$ cat config.mk
export PLATFORM = sky130hd
export DESIGN_NAME = ca_cmd_delay
export DESIGN_NICKNAME = d
export VERILOG_FILES = /design/src/ca_cmd_delay.sv
export SDC_FILE = /design/constraint.sdc
export NUM_CORES = 1
export LEC_CHECK = 0
export BUFFER_PORTS_ARGS = -buffer_cell sky130_fd_sc_hd__buf_2
export CAP_MARGIN = 20
export CORE_ASPECT_RATIO = 0.75
export CORE_MARGIN = 2
export CORE_UTILIZATION = 55
export DETAILED_ROUTE_END_ITERATION = 8
export PLACE_DENSITY = 0.85
export SETUP_SLACK_MARGIN = 0.3
export SLEW_MARGIN = 20
export SYNTH_ARGS = -nofsm -noshare
export SYNTH_HDL_FRONTEND = slang
export SYNTH_SLANG_ARGS = --single-unit
$ cat constraint.sdc
create_clock -name clk -period 3.3 [get_ports clk]
set_input_delay 0 -clock clk [delete_from_list [all_inputs] [get_ports clk]]
set_output_delay 0 -clock clk [all_outputs]
set_load 0.05 [all_outputs]
$ cat src/ca_cmd_delay.sv
// command hold line: flop storage, read at an index set by the parity latency
// assumes tap = latency - 1 and a flush that kills every queued command
`timescale 1ns/1ns
`default_nettype none

module ca_cmd_delay #(
    parameter int W = 26,
    parameter int D = 8
) (
    input  wire logic         clk,
    input  wire logic         rst_n,
    input  wire logic         flush,
    input  wire logic         in_valid,
    input  wire logic [W-1:0] in_frame,
    input  wire logic [2:0]   tap,
    output logic              out_valid,
    output logic      [W-1:0] out_frame
);

    logic [D-1:0] vld_r;
    logic [W-1:0] frm_r [D];

    assign out_valid = vld_r[tap] & ~flush;
    assign out_frame = frm_r[tap];

    always_ff @(posedge clk or negedge rst_n)
    begin
        if (!rst_n)
            vld_r <= '0;
        else if (flush)
            vld_r <= '0;
        else
            vld_r <= {vld_r[D-2:0], in_valid};
    end

    always_ff @(posedge clk)
    begin
        frm_r[0] <= in_frame;
        for (int i = 1; i < D; i++)
            frm_r[i] <= frm_r[i-1];
    end

endmodule

`default_nettype wire

; ---- Word level (Yosys, flattened, before mapping)
; Memories as Yosys holds them, arrays and structs flattened.
; Index checks and enable logic that the tools add are counted.
[op_classes]
n_lt_le_gt_ge = 1
n_bitwise = 2
muxes = 3
[op_table]
columns = op, n
row1 = $mux W8, 1
row2 = $lt A3 B4 Y1 const B, 1
row3 = $bmux W1 S3, 1
row4 = $and A1 B1 Y1, 1
row5 = $mux W1, 1
row6 = $not A1 Y1, 1
[word_totals]
n_memories = 1
inputBits = 33
register_bits = 8
word_cells = 8
ramBits = 208
out_inout_bits = 27
[mem_list]
columns = memory, words, word_bits, rd, rd_clocked_by_memory_dff, wr, line_no
row1 = frm_r, 8, 26, 8, 0, 8, 21  ; logic [W-1:0] frm_r [D];

; ---- Logic depth before layout (Yosys ltp)
; Gate-level depths: netlist (run 1).
[logic_depth]
ltp_word = 3
mapped_depth = 5
ltp_nobuf = 3

; ---- Worst setup path before layout (run 1)
; OpenSTA, ideal clock, no wires.
[synth_path]
kind = in2out
startpoint = in tap[1]
endpoint = out out_valid
setup_slack_ps = 1339
path_stages = 5
arrival_ps = 1961
n_path_buf = 2
t_required_ps = 3300
path_cell_list = buf_2 > clkbuf_1 > nor2_1 > a21o_1 > a311oi_1
[synth_between]
elab_chain_cells = 3
[synth_lines]
columns = item, line_no
row1 = "start, declared", 15  ; input wire logic [2:0] tap,
row2 = $bmux W1 S3, 23  ; assign out_valid = vld_r[tap] & ~flush;
row3 = $mux W1 (not written as such), 23
row4 = $and A1 B1 Y1, 23
row5 = "end, declared", 16  ; output logic out_valid,
; No other way between the ends. The select of a mux whose other input is x is not followed.

; ---- Worst setup path in the final report (run 1)
[layout_path]
startpoint = in tap[0]
endpoint = out out_frame[3]
[layout_between]
elab_chain_cells = 1
[layout_lines]
columns = item, line_no
row1 = $mem_v2 Z8 W26, n/a
row2 = "end, declared", 17  ; output logic [W-1:0] out_frame
; No other way between the ends.

==> results of run 1 <==
[metrics by stage]
stage	utilization (%)	worst slack, ns
6_report	68.18	1.380
5_1_grt	68.18	1.285
4_1_cts	68.18	1.356
3_5_place_dp	59.75	1.366
3_3_place_gp	59.75	1.382
2_1_floorplan	-	1.339
[state kept, by name (all words and copies together) (netlist names)]
signal,count
frm_r,208
vld_r,8
[timing repair]
action,4_1_cts,5_1_grt
hold buffers,31,0
buffers inserted,0,0
endpoints found under the setup margin,0,0
hold endpoints to repair,42,0
[worst max-delay path by stage]
stage | startpoint | end | slack (ns) | depth (start not counted)
6_report | tap[0] | out_frame[3] | 1.38 | 4
5_1_grt | tap[0] | out_frame[12] | 1.28 | 4
4_1_cts | tap[0] | out_frame[13] | 1.36 | 4
3_5_place_dp | tap[0] | out_frame[3] | 1.37 | 4
3_3_place_gp | tap[0] | out_frame[3] | 1.38 | 4
2_1_floorplan | tap[1] | out_valid | 1.34 | 5
[cells by family (layout without fill, tap and decap cells)]
family / after synthesis / in the layout / synth area share (%)
buf+inv: 16 / 124 / 1.746
mux: 81 / 81 / 26.22
compound gates: 2 / 2 / 0.2641
flops: 216 / 216 / 70.84
simple gates: 10 / 10 / 0.9343
[report_power, final]
| group | switching, mW | internal (mW) |
|---|---|---|
| sequential | 0.0573 | 2.75 |
| clock | 0.899 | 1.25 |
| combinational | 0.250 | 0.198 |
[cell type report]
cell class                 instances  share of cell area [%]
timing repair buffer              91                   8.252
clock buffer                      28                   7.497
multi-input combinational         93                   22.64
clock inverter                     4                  0.7045
tap                              140                   2.348
sequential                       216                   58.50
inverter                           1                 0.05032
[cell usage in the layout, fill, tap and decap left out, types with 2 or more instances in the layout]
cell type,synthesis,layout
sky130_fd_sc_hd__mux4_2,24,24
sky130_fd_sc_hd__dfrtp_1,8,8
sky130_fd_sc_hd__clkbuf_8,0,5
sky130_fd_sc_hd__dfxtp_1,208,208
sky130_fd_sc_hd__clkbuf_1,5,4
sky130_fd_sc_hd__nor2b_1,8,8
sky130_fd_sc_hd__dlygate4sd3_1,0,31
sky130_fd_sc_hd__clkbuf_16,0,19
sky130_fd_sc_hd__nor2_1,2,2
sky130_fd_sc_hd__mux4_1,29,29
sky130_fd_sc_hd__mux2i_1,2,2
sky130_fd_sc_hd__mux2_2,26,26
sky130_fd_sc_hd__buf_2,2,58
sky130_fd_sc_hd__buf_4,0,2
[critical path, stage by stage]
cell and delay, ns:
sky130_fd_sc_hd__buf_4 0.68, sky130_fd_sc_hd__mux4_1 0.66, sky130_fd_sc_hd__mux2_2 0.29, sky130_fd_sc_hd__buf_2 0.21
[layer usage]
metal	up-vias	part of all wire [%]	GRT usage [%]
li1	1396	-	-
met1	1479	46	21.45
met2	60	47	27.60
met3	20	4.1	3.704
met4	0	2.4	5.037
met5	-	0	0
==> results_tabular.tex, run 1 <==
\begin{tabular}{lr}
\hline
Metric & Value \\
\hline
\multicolumn{2}{l}{\textbf{Power and ir drop}} \\
PD cells & 724.7 mW/mm² \\
Overall power after layout & 5.406 mW \\
Static leakage power & 3.140 nW \\
Worst IR drop on VDD & 0.5812 mV \\
\multicolumn{2}{l}{\textbf{Placement}} \\
Detailed placer's ending HPWL & 5199 µm \\
Post-place instance area & 0.006538 mm² \\
Post-placement cell count & 510 \\
\# port buffers & 59 \\
Final GP Congestion & 0.6641 \\
\multicolumn{2}{l}{\textbf{CTS}} \\
Clock network latency to the later pin of the worst-skew pair & 0.48 ns \\
Clock transition at the registers of the reported paths & 0.07 ns \\
Post-cts gate resize count & 0 \\
Number of buffers on the longest clock path & 3 \\
Number of buffers added by the clock tree synthesis step & 19 \\
TritonCTS clock tree & done \\
Sink count of the clock tree & 216 \\
CTS root buffer & sky130\_fd\_sc\_hd\_\_clkbuf\_16 \\
Maximum level of the CTS H-tree & 1 \\
\multicolumn{2}{l}{\textbf{Worst hold path}} \\
Worst Hold Path EP & frm\_r[0][15]\$\_DFF\_P\_ \\
Startpoint of the most critical hold path & in\_frame[15] \\
Number of stages on the worst hold path & 2 \\
Class of the tightest hold or removal check & in2reg \\
\multicolumn{2}{l}{\textbf{Yosys}} \\
Cell count after synthesis & 325 \\
Most used standard cell by instance count after synthesis & sky130\_fd\_sc\_hd\_\_dfxtp\_1 \\
Fraction of synthesized cell area taken by the top area cell type & 67.59\% \\
Cell taking the most area after synthesis & sky130\_fd\_sc\_hd\_\_dfxtp\_1 \\
Fraction of the yosys area taken by sequential cells & 70.84\% \\
Synthesized area per cell & 18.96 µm² \\
Number of flip-flops and latches in the synthesized netlist & 216 \\
Summed instance area of the synthesized netlist & 0.006161 mm² \\
Post-synth EDFFs & 0 \\
Commonest cells post-synth & 208 x sky130\_fd\_sc\_hd\_\_dfxtp\_1, 29 x sky130\_fd\_sc\_hd\_\_mux4\_1, 26 x sky130\_fd\_sc\_hd\_\_mux2\_2, 24 x sky130\_fd\_sc\_hd\_\_mux4\_2 \\
Async SR Flop Fraction & 3.704\% \\
Commonest register cell after synthesis & sky130\_fd\_sc\_hd\_\_dfxtp\_1 \\
Leading cell types by total area after synthesis & sky130\_fd\_sc\_hd\_\_dfxtp\_1 68\%, sky130\_fd\_sc\_hd\_\_mux4\_1 12\%, sky130\_fd\_sc\_hd\_\_mux4\_2 8.8\% \\
Post-synth net total & 358 \\
Number of synthesis warnings & 0 \\
Synth unique cells & 15 \\
\multicolumn{2}{l}{\textbf{Critical path}} \\
Source of the worst register-to-register timing path & vld\_r[0]\$\_DFF\_PN0\_ \\
Data arrival time of the critical path & 1.92 ns \\
Worst-path maximum fanout & 55 \\
Endpoint class of the critical path & output port \\
Worst reg2reg setup slack & 2.64 ns \\
Reg2reg end & vld\_r[1]\$\_DFF\_PN0\_ \\
Startpoint-to-endpoint class of the critical path & in2out \\
Worst Setup Start Kind & input port \\
Required arrival time at the worst endpoint & 3.30 ns \\
Worst r2r path cells & 1 \\
\multicolumn{2}{l}{\textbf{Drt}} \\
Number of antenna-violating nets in the routed design & 0 \\
Final Routed Wirelength & 9478 µm \\
Number of vias per cell & 5.157 \\
Via count of the routed design & 2955 \\
DR iter-0 viols & 112 \\
Routed WL per cell & 16.54 µm \\
Remaining routing DRC violations & 0 \\
Length of the first detailed-routing pass in iterations & 4 \\
\multicolumn{2}{l}{\textbf{Floorplan}} \\
Std-Cell Rows & 33 \\
Die width & 126.2 µm \\
Initial Util & 56.31\% \\
Die height & 95.66 µm \\
Die area & 0.01207 mm² \\
Core area & 0.01094 mm² \\
IO Pins & 60 \\
\multicolumn{2}{l}{\textbf{Cells and area}} \\
Diodes inserted & 0 \\
Filler Cells Inserted & 717 \\
Signed area change from the synthesized netlist to the final layout & 21.08\% \\
Combined flip-flop and latch cell area & 0.004364 mm² \\
Footprint of the multi-input gates & 0.001689 mm² \\
Fraction of layout instances using a drive strength above 1 & 31.87\% \\
\# nets final & 455 \\
Post-Layout Inst Area & 0.007460 mm² \\
Finished Layout Cells & 573 \\
\multicolumn{2}{l}{\textbf{Timing}} \\
Setup repair after global routing missed its margin & false \\
Slew of the pin with the lowest slew margin & 0.9564 ns \\
Fraction of the cycle the final worst path needs & 58.17\% \\
Final hold violation count & 0 \\
Slew Limit Headroom & 36.24\% \\
Final Setup Violations & 0 \\
Number of max-slew violations in the final report & 0 \\
Period minus WS final & 1.920 ns \\
Hold\_ws & 0.1503 ns \\
Aggregate negative setup slack & 0 ns \\
Achievable frequency & 521.0 MHz \\
Skew final & 0.01063 ns \\
\multicolumn{2}{l}{\textbf{Outcome}} \\
Result of the run & completed \\
\multicolumn{2}{l}{\textbf{GRT}} \\
Gr ovfl total & 0 \\
Initial antenna violation count & 0 \\
Via count of the first global-routing pass & 3163 \\
Largest net degree at the start of global routing & 56 \\
Wire length of the first global-routing pass & 15630 µm \\
Total global routing track utilization & 16.34\% \\
\multicolumn{2}{l}{\textbf{Flow run}} \\
\# Max-Cap Violations & 0 \\
\hline
\end{tabular}
(Power assumes the default switching activity.)
==> run 2: changes to the inputs <==
--- a/config.mk
+++ b/config.mk
@@ -5,13 +5,14 @@
 export SDC_FILE = /design/constraint.sdc
 export NUM_CORES = 1
 export LEC_CHECK = 0
+export ABC_AREA = 1
 export BUFFER_PORTS_ARGS = -buffer_cell sky130_fd_sc_hd__buf_2
 export CAP_MARGIN = 20
 export CORE_ASPECT_RATIO = 0.75
 export CORE_MARGIN = 2
-export CORE_UTILIZATION = 55
+export CORE_UTILIZATION = 52
 export DETAILED_ROUTE_END_ITERATION = 8
-export PLACE_DENSITY = 0.85
+export PLACE_DENSITY = 0.84
 export SETUP_SLACK_MARGIN = 0.3
 export SLEW_MARGIN = 20
 export SYNTH_ARGS = -nofsm -noshare
==> constraint.sdc (replaced) <==
create_clock -name clk -period 1.7 [get_ports clk]
set_input_delay 0 -clock clk [delete_from_list [all_inputs] [get_ports clk]]
set_output_delay 0 -clock clk [all_outputs]
set_load 0.05 [all_outputs]
==> run 2 against run 1 <==
Final area is 11% higher; routed wire length is 37% higher; critical path depth grew 3; non-clock buffer count grew 8; power increased by 110%; synthesized area up 6.1%; first-iteration DRC count rose to 3.2 times the previous value; critical endpoint is now out_frame[10].
==> results_tabular.tex, run 2 <==
\begin{tabular}{lr}
\hline
Metric & Value \\
\hline
\multicolumn{2}{l}{\textbf{Outcome}} \\
Result of the run & completed \\
\multicolumn{2}{l}{\textbf{GRT}} \\
Initial antenna violation count & 0 \\
Total global routing track utilization & 19.31\% \\
Gr ovfl total & 0 \\
Via count of the first global-routing pass & 4530 \\
Largest net degree at the start of global routing & 55 \\
Wire length of the first global-routing pass & 21380 µm \\
\multicolumn{2}{l}{\textbf{Cells and area}} \\
Leading cell type in the layout, fill and taps excluded & sky130\_fd\_sc\_hd\_\_nor2\_1 \\
Registers with the most flip-flops & frm\_r: 208 flops, vld\_r: 8 flops \\
Register with the most flip-flops & frm\_r \\
Signed area change from the synthesized netlist to the final layout & 26.88\% \\
Fin util & 67.62\% \\
Number of flip-flops in the largest register & 208 \\
Fraction of layout instances using a drive strength above 1 & 19.64\% \\
\# nets final & 850 \\
Leading cell types in the layout, fill and taps excluded & 207 x sky130\_fd\_sc\_hd\_\_nor2\_1, 169 x sky130\_fd\_sc\_hd\_\_dfxtp\_1, 126 x sky130\_fd\_sc\_hd\_\_nand2\_1 \\
Filler Cells Inserted & 946 \\
Diodes inserted & 0 \\
\multicolumn{2}{l}{\textbf{Worst hold path}} \\
Class of the tightest hold or removal check & in2reg \\
Startpoint of the most critical hold path & in\_frame[2] \\
\multicolumn{2}{l}{\textbf{Yosys}} \\
Number of flip-flops and latches in the synthesized netlist & 216 \\
Fraction of the mapped netlist area in adder cells & 0\% \\
Cell count after synthesis & 736 \\
Fraction of the yosys area taken by sequential cells & 66.78\% \\
Number of synthesis warnings & 0 \\
Combinational family with the most area after synthesis & simple AND/OR/NAND/NOR gates \\
Fraction of the mapped netlist area in compound gates & 7.965\% \\
Xor-xnor portion of the synthesized cell area & 0\% \\
Fraction of synthesized cell area taken by the top area cell type & 63.72\% \\
Most used standard cell by instance count after synthesis & sky130\_fd\_sc\_hd\_\_nor2\_1 \\
Commonest cells post-synth & 218 x sky130\_fd\_sc\_hd\_\_nor2\_1, 208 x sky130\_fd\_sc\_hd\_\_dfxtp\_1, 140 x sky130\_fd\_sc\_hd\_\_nand2\_1, 74 x sky130\_fd\_sc\_hd\_\_o21ai\_0, 30 x sky130\_fd\_sc\_hd\_\_o21ai\_1 \\
Area share of and/or/nand/nor cells after synthesis & 20.95\% \\
Post-synth net total & 769 \\
Synthesized area per cell & 8.879 µm² \\
Async SR Flop Fraction & 3.704\% \\
Share of cell area taken by muxes after synthesis & 0\% \\
Synth unique cells & 15 \\
Summed instance area of the synthesized netlist & 0.006535 mm² \\
Cell taking the most area after synthesis & sky130\_fd\_sc\_hd\_\_dfxtp\_1 \\
Commonest register cell after synthesis & sky130\_fd\_sc\_hd\_\_dfxtp\_1 \\
Leading cell types by total area after synthesis & sky130\_fd\_sc\_hd\_\_dfxtp\_1 64\%, sky130\_fd\_sc\_hd\_\_nor2\_1 13\%, sky130\_fd\_sc\_hd\_\_nand2\_1 8.0\% \\
Post-synth EDFFs & 0 \\
\multicolumn{2}{l}{\textbf{Drt}} \\
Final Routed Wirelength & 12970 µm \\
Routed WL per cell & 13.03 µm \\
Number of antenna-violating nets in the routed design & 0 \\
Number of vias per cell & 4.737 \\
Length of the first detailed-routing pass in iterations & 4 \\
Via count of the routed design & 4718 \\
Remaining routing DRC violations & 0 \\
DR iter-0 viols & 358 \\
\multicolumn{2}{l}{\textbf{Timing}} \\
Slew Limit Headroom & 69.45\% \\
Aggregate negative setup slack & 0 ns \\
Final hold violation count & 0 \\
Setup slack of the critical path after layout & 0.2250 ns \\
Skew final & 0.01086 ns \\
Final Setup Violations & 0 \\
Fraction of the cycle the final worst path needs & 86.76\% \\
Period minus WS final & 1.475 ns \\
Achievable frequency & 678.0 MHz \\
Number of max-slew violations in the final report & 0 \\
Setup repair after global routing missed its margin & true \\
Slew of the pin with the lowest slew margin & 0.4554 ns \\
\multicolumn{2}{l}{\textbf{Power and ir drop}} \\
PD cells & 1354 mW/mm² \\
Static leakage power & 3.743 nW \\
Worst IR drop on VDD & 0.7388 mV \\
\multicolumn{2}{l}{\textbf{Critical path}} \\
Worst reg2reg setup slack & 1.11 ns \\
Endpoint class of the critical path & output port \\
Crit-path max cell delay & 0.34 ns \\
Capturing instance or port of the critical path & out\_frame[10] \\
Crit. Startpoint & frm\_r[0][10]\$\_DFF\_P\_ \\
Startpoint-to-endpoint class of the critical path & reg2out \\
Source of the worst register-to-register timing path & vld\_r[4]\$\_DFF\_PN0\_ \\
Worst-path cell chain & nor2\_1 > nor2\_1 > o21ai\_1 > nand2\_1 > nand2\_1 > nand2\_2 > buf\_8 \\
Worst Setup Start Kind & flip-flop \\
Worst r2r path cells & 2 \\
Worst-path maximum fanout & 2 \\
Data arrival time of the critical path & 1.47 ns \\
Reg2reg end & vld\_r[5]\$\_DFF\_PN0\_ \\
Required arrival time at the worst endpoint & 1.70 ns \\
Library cell contributing the largest single delay on the critical path & sky130\_fd\_sc\_hd\_\_dfxtp\_2 \\
\multicolumn{2}{l}{\textbf{Placement}} \\
Final GP Congestion & 0.7258 \\
Dpl ws & 0.4100 ns \\
\# port buffers & 59 \\
Detailed placer's ending HPWL & 6887 µm \\
\multicolumn{2}{l}{\textbf{CTS}} \\
Clock transition at the registers of the reported paths & 0.06 ns \\
TritonCTS clock tree & done \\
Number of buffers on the longest clock path & 3 \\
Sink count of the clock tree & 216 \\
Maximum level of the CTS H-tree & 1 \\
Clock network latency to the later pin of the worst-skew pair & 0.48 ns \\
Buffers inserted during post-CTS setup optimization & 0 \\
CTS root buffer & sky130\_fd\_sc\_hd\_\_clkbuf\_16 \\
Number of buffers added by the clock tree synthesis step & 20 \\
\multicolumn{2}{l}{\textbf{Floorplan}} \\
Die height & 101.1 µm \\
Core area & 0.01226 mm² \\
Std-Cell Rows & 35 \\
Initial Util & 53.30\% \\
IO Pins & 60 \\
Die area & 0.01349 mm² \\
Die width & 133.4 µm \\
\multicolumn{2}{l}{\textbf{Flow run}} \\
\# Max-Cap Violations & 0 \\
\hline
\end{tabular}
## run 2: cell types whose count changed after synthesis, sizes merged, moves of 17 or more
cell / previous run / this run
buf: 10 / 27
mux4: 53 / 0
nor2: 2 / 218
o21ai: 0 / 104
mux2: 26 / 0
nand2: 0 / 140
## run 2: kinds of logic after synthesis
| logic type | Yosys count |
|---|---|
| and+or+nand+nor | 363 |
| DFF | 216 |
| AOI/OAI and AO/OA | 104 |
| buffers and inverters | 53 |
## run 2: how the worst min path moves through the flow
stage	to	slack, ns	cells past startpoint
2_1_floorplan	vld_r[0]$_DFF_PN0_	-0.30	0
3_3_place_gp	vld_r[0]$_DFF_PN0_	-0.15	1
3_5_place_dp	vld_r[3]$_DFF_PN0_	-0.15	1
4_1_cts	frm_r[0][14]$_DFF_P_	0.14	2
5_1_grt	frm_r[0][9]$_DFF_P_	0.15	2
6_report	frm_r[0][2]$_DFF_P_	0.15	2
## run 2: layer usage
layer,wire length (µm),vias up,track usage (%),part of all wire (%)
li1,-,2460,-,-
met1,6211,2152,25.81,48
met2,6057,90,33.11,47
met3,493,16,3.117,3.8
met4,212,0,4.992,1.6
met5,0,-,0,0
## run 2: worst max-delay path: cells and delay by family (launching register included)
kind            cells  cell delay (ns)
simple gates        5             0.40
flops               1             0.34
buf+inv             1             0.15
compound gates      1             0.11
## run 2: layout make-up
cell class / instances / area, µm² / area share [%]
Inverter: 13 / 51.30 / 0.6187
Multi-Input combinational cell: 467 / 1957 / 23.60
Timing Repair Buffer: 99 / 973.4 / 11.74
Sequential cell: 216 / 4413 / 53.22
Tap cell: 166 / 207.7 / 2.505
Clock inverter: 5 / 100.1 / 1.207
Clock buffer: 30 / 589.3 / 7.107
## run 2: per-stage QoR
stage	area [µm²]	hold slack (ns)	total power [mW]	cells
2_1_floorplan	6535	-0.2956	6.213	736
3_3_place_gp	6965	-0.1525	6.441	930
3_5_place_dp	6965	-0.1487	6.463	930
4_1_cts	8194	0.1408	11.25	996
5_1_grt	8292	0.1463	11.66	996
6_report	8292	0.1536	11.23	996
## run 2: repair_timing
action / in CTS / in global routing
gates resized for setup: 91 / 77
setup endpoints to repair: 27 / 27
hold buffers: 31 / 0
hold endpoints to repair: 42 / 0
gates cloned: 0 / 0
pin swaps: 21 / 42
## run 2: power breakdown
part | leakage, nW | switching [mW] | internal (mW)
Combinational | 1.54 | 0.702 | 0.438
Clock | 0.338 | 1.78 | 2.85
Sequential | 1.87 | 0.115 | 5.34
Total | 3.74 | 2.60 | 8.63
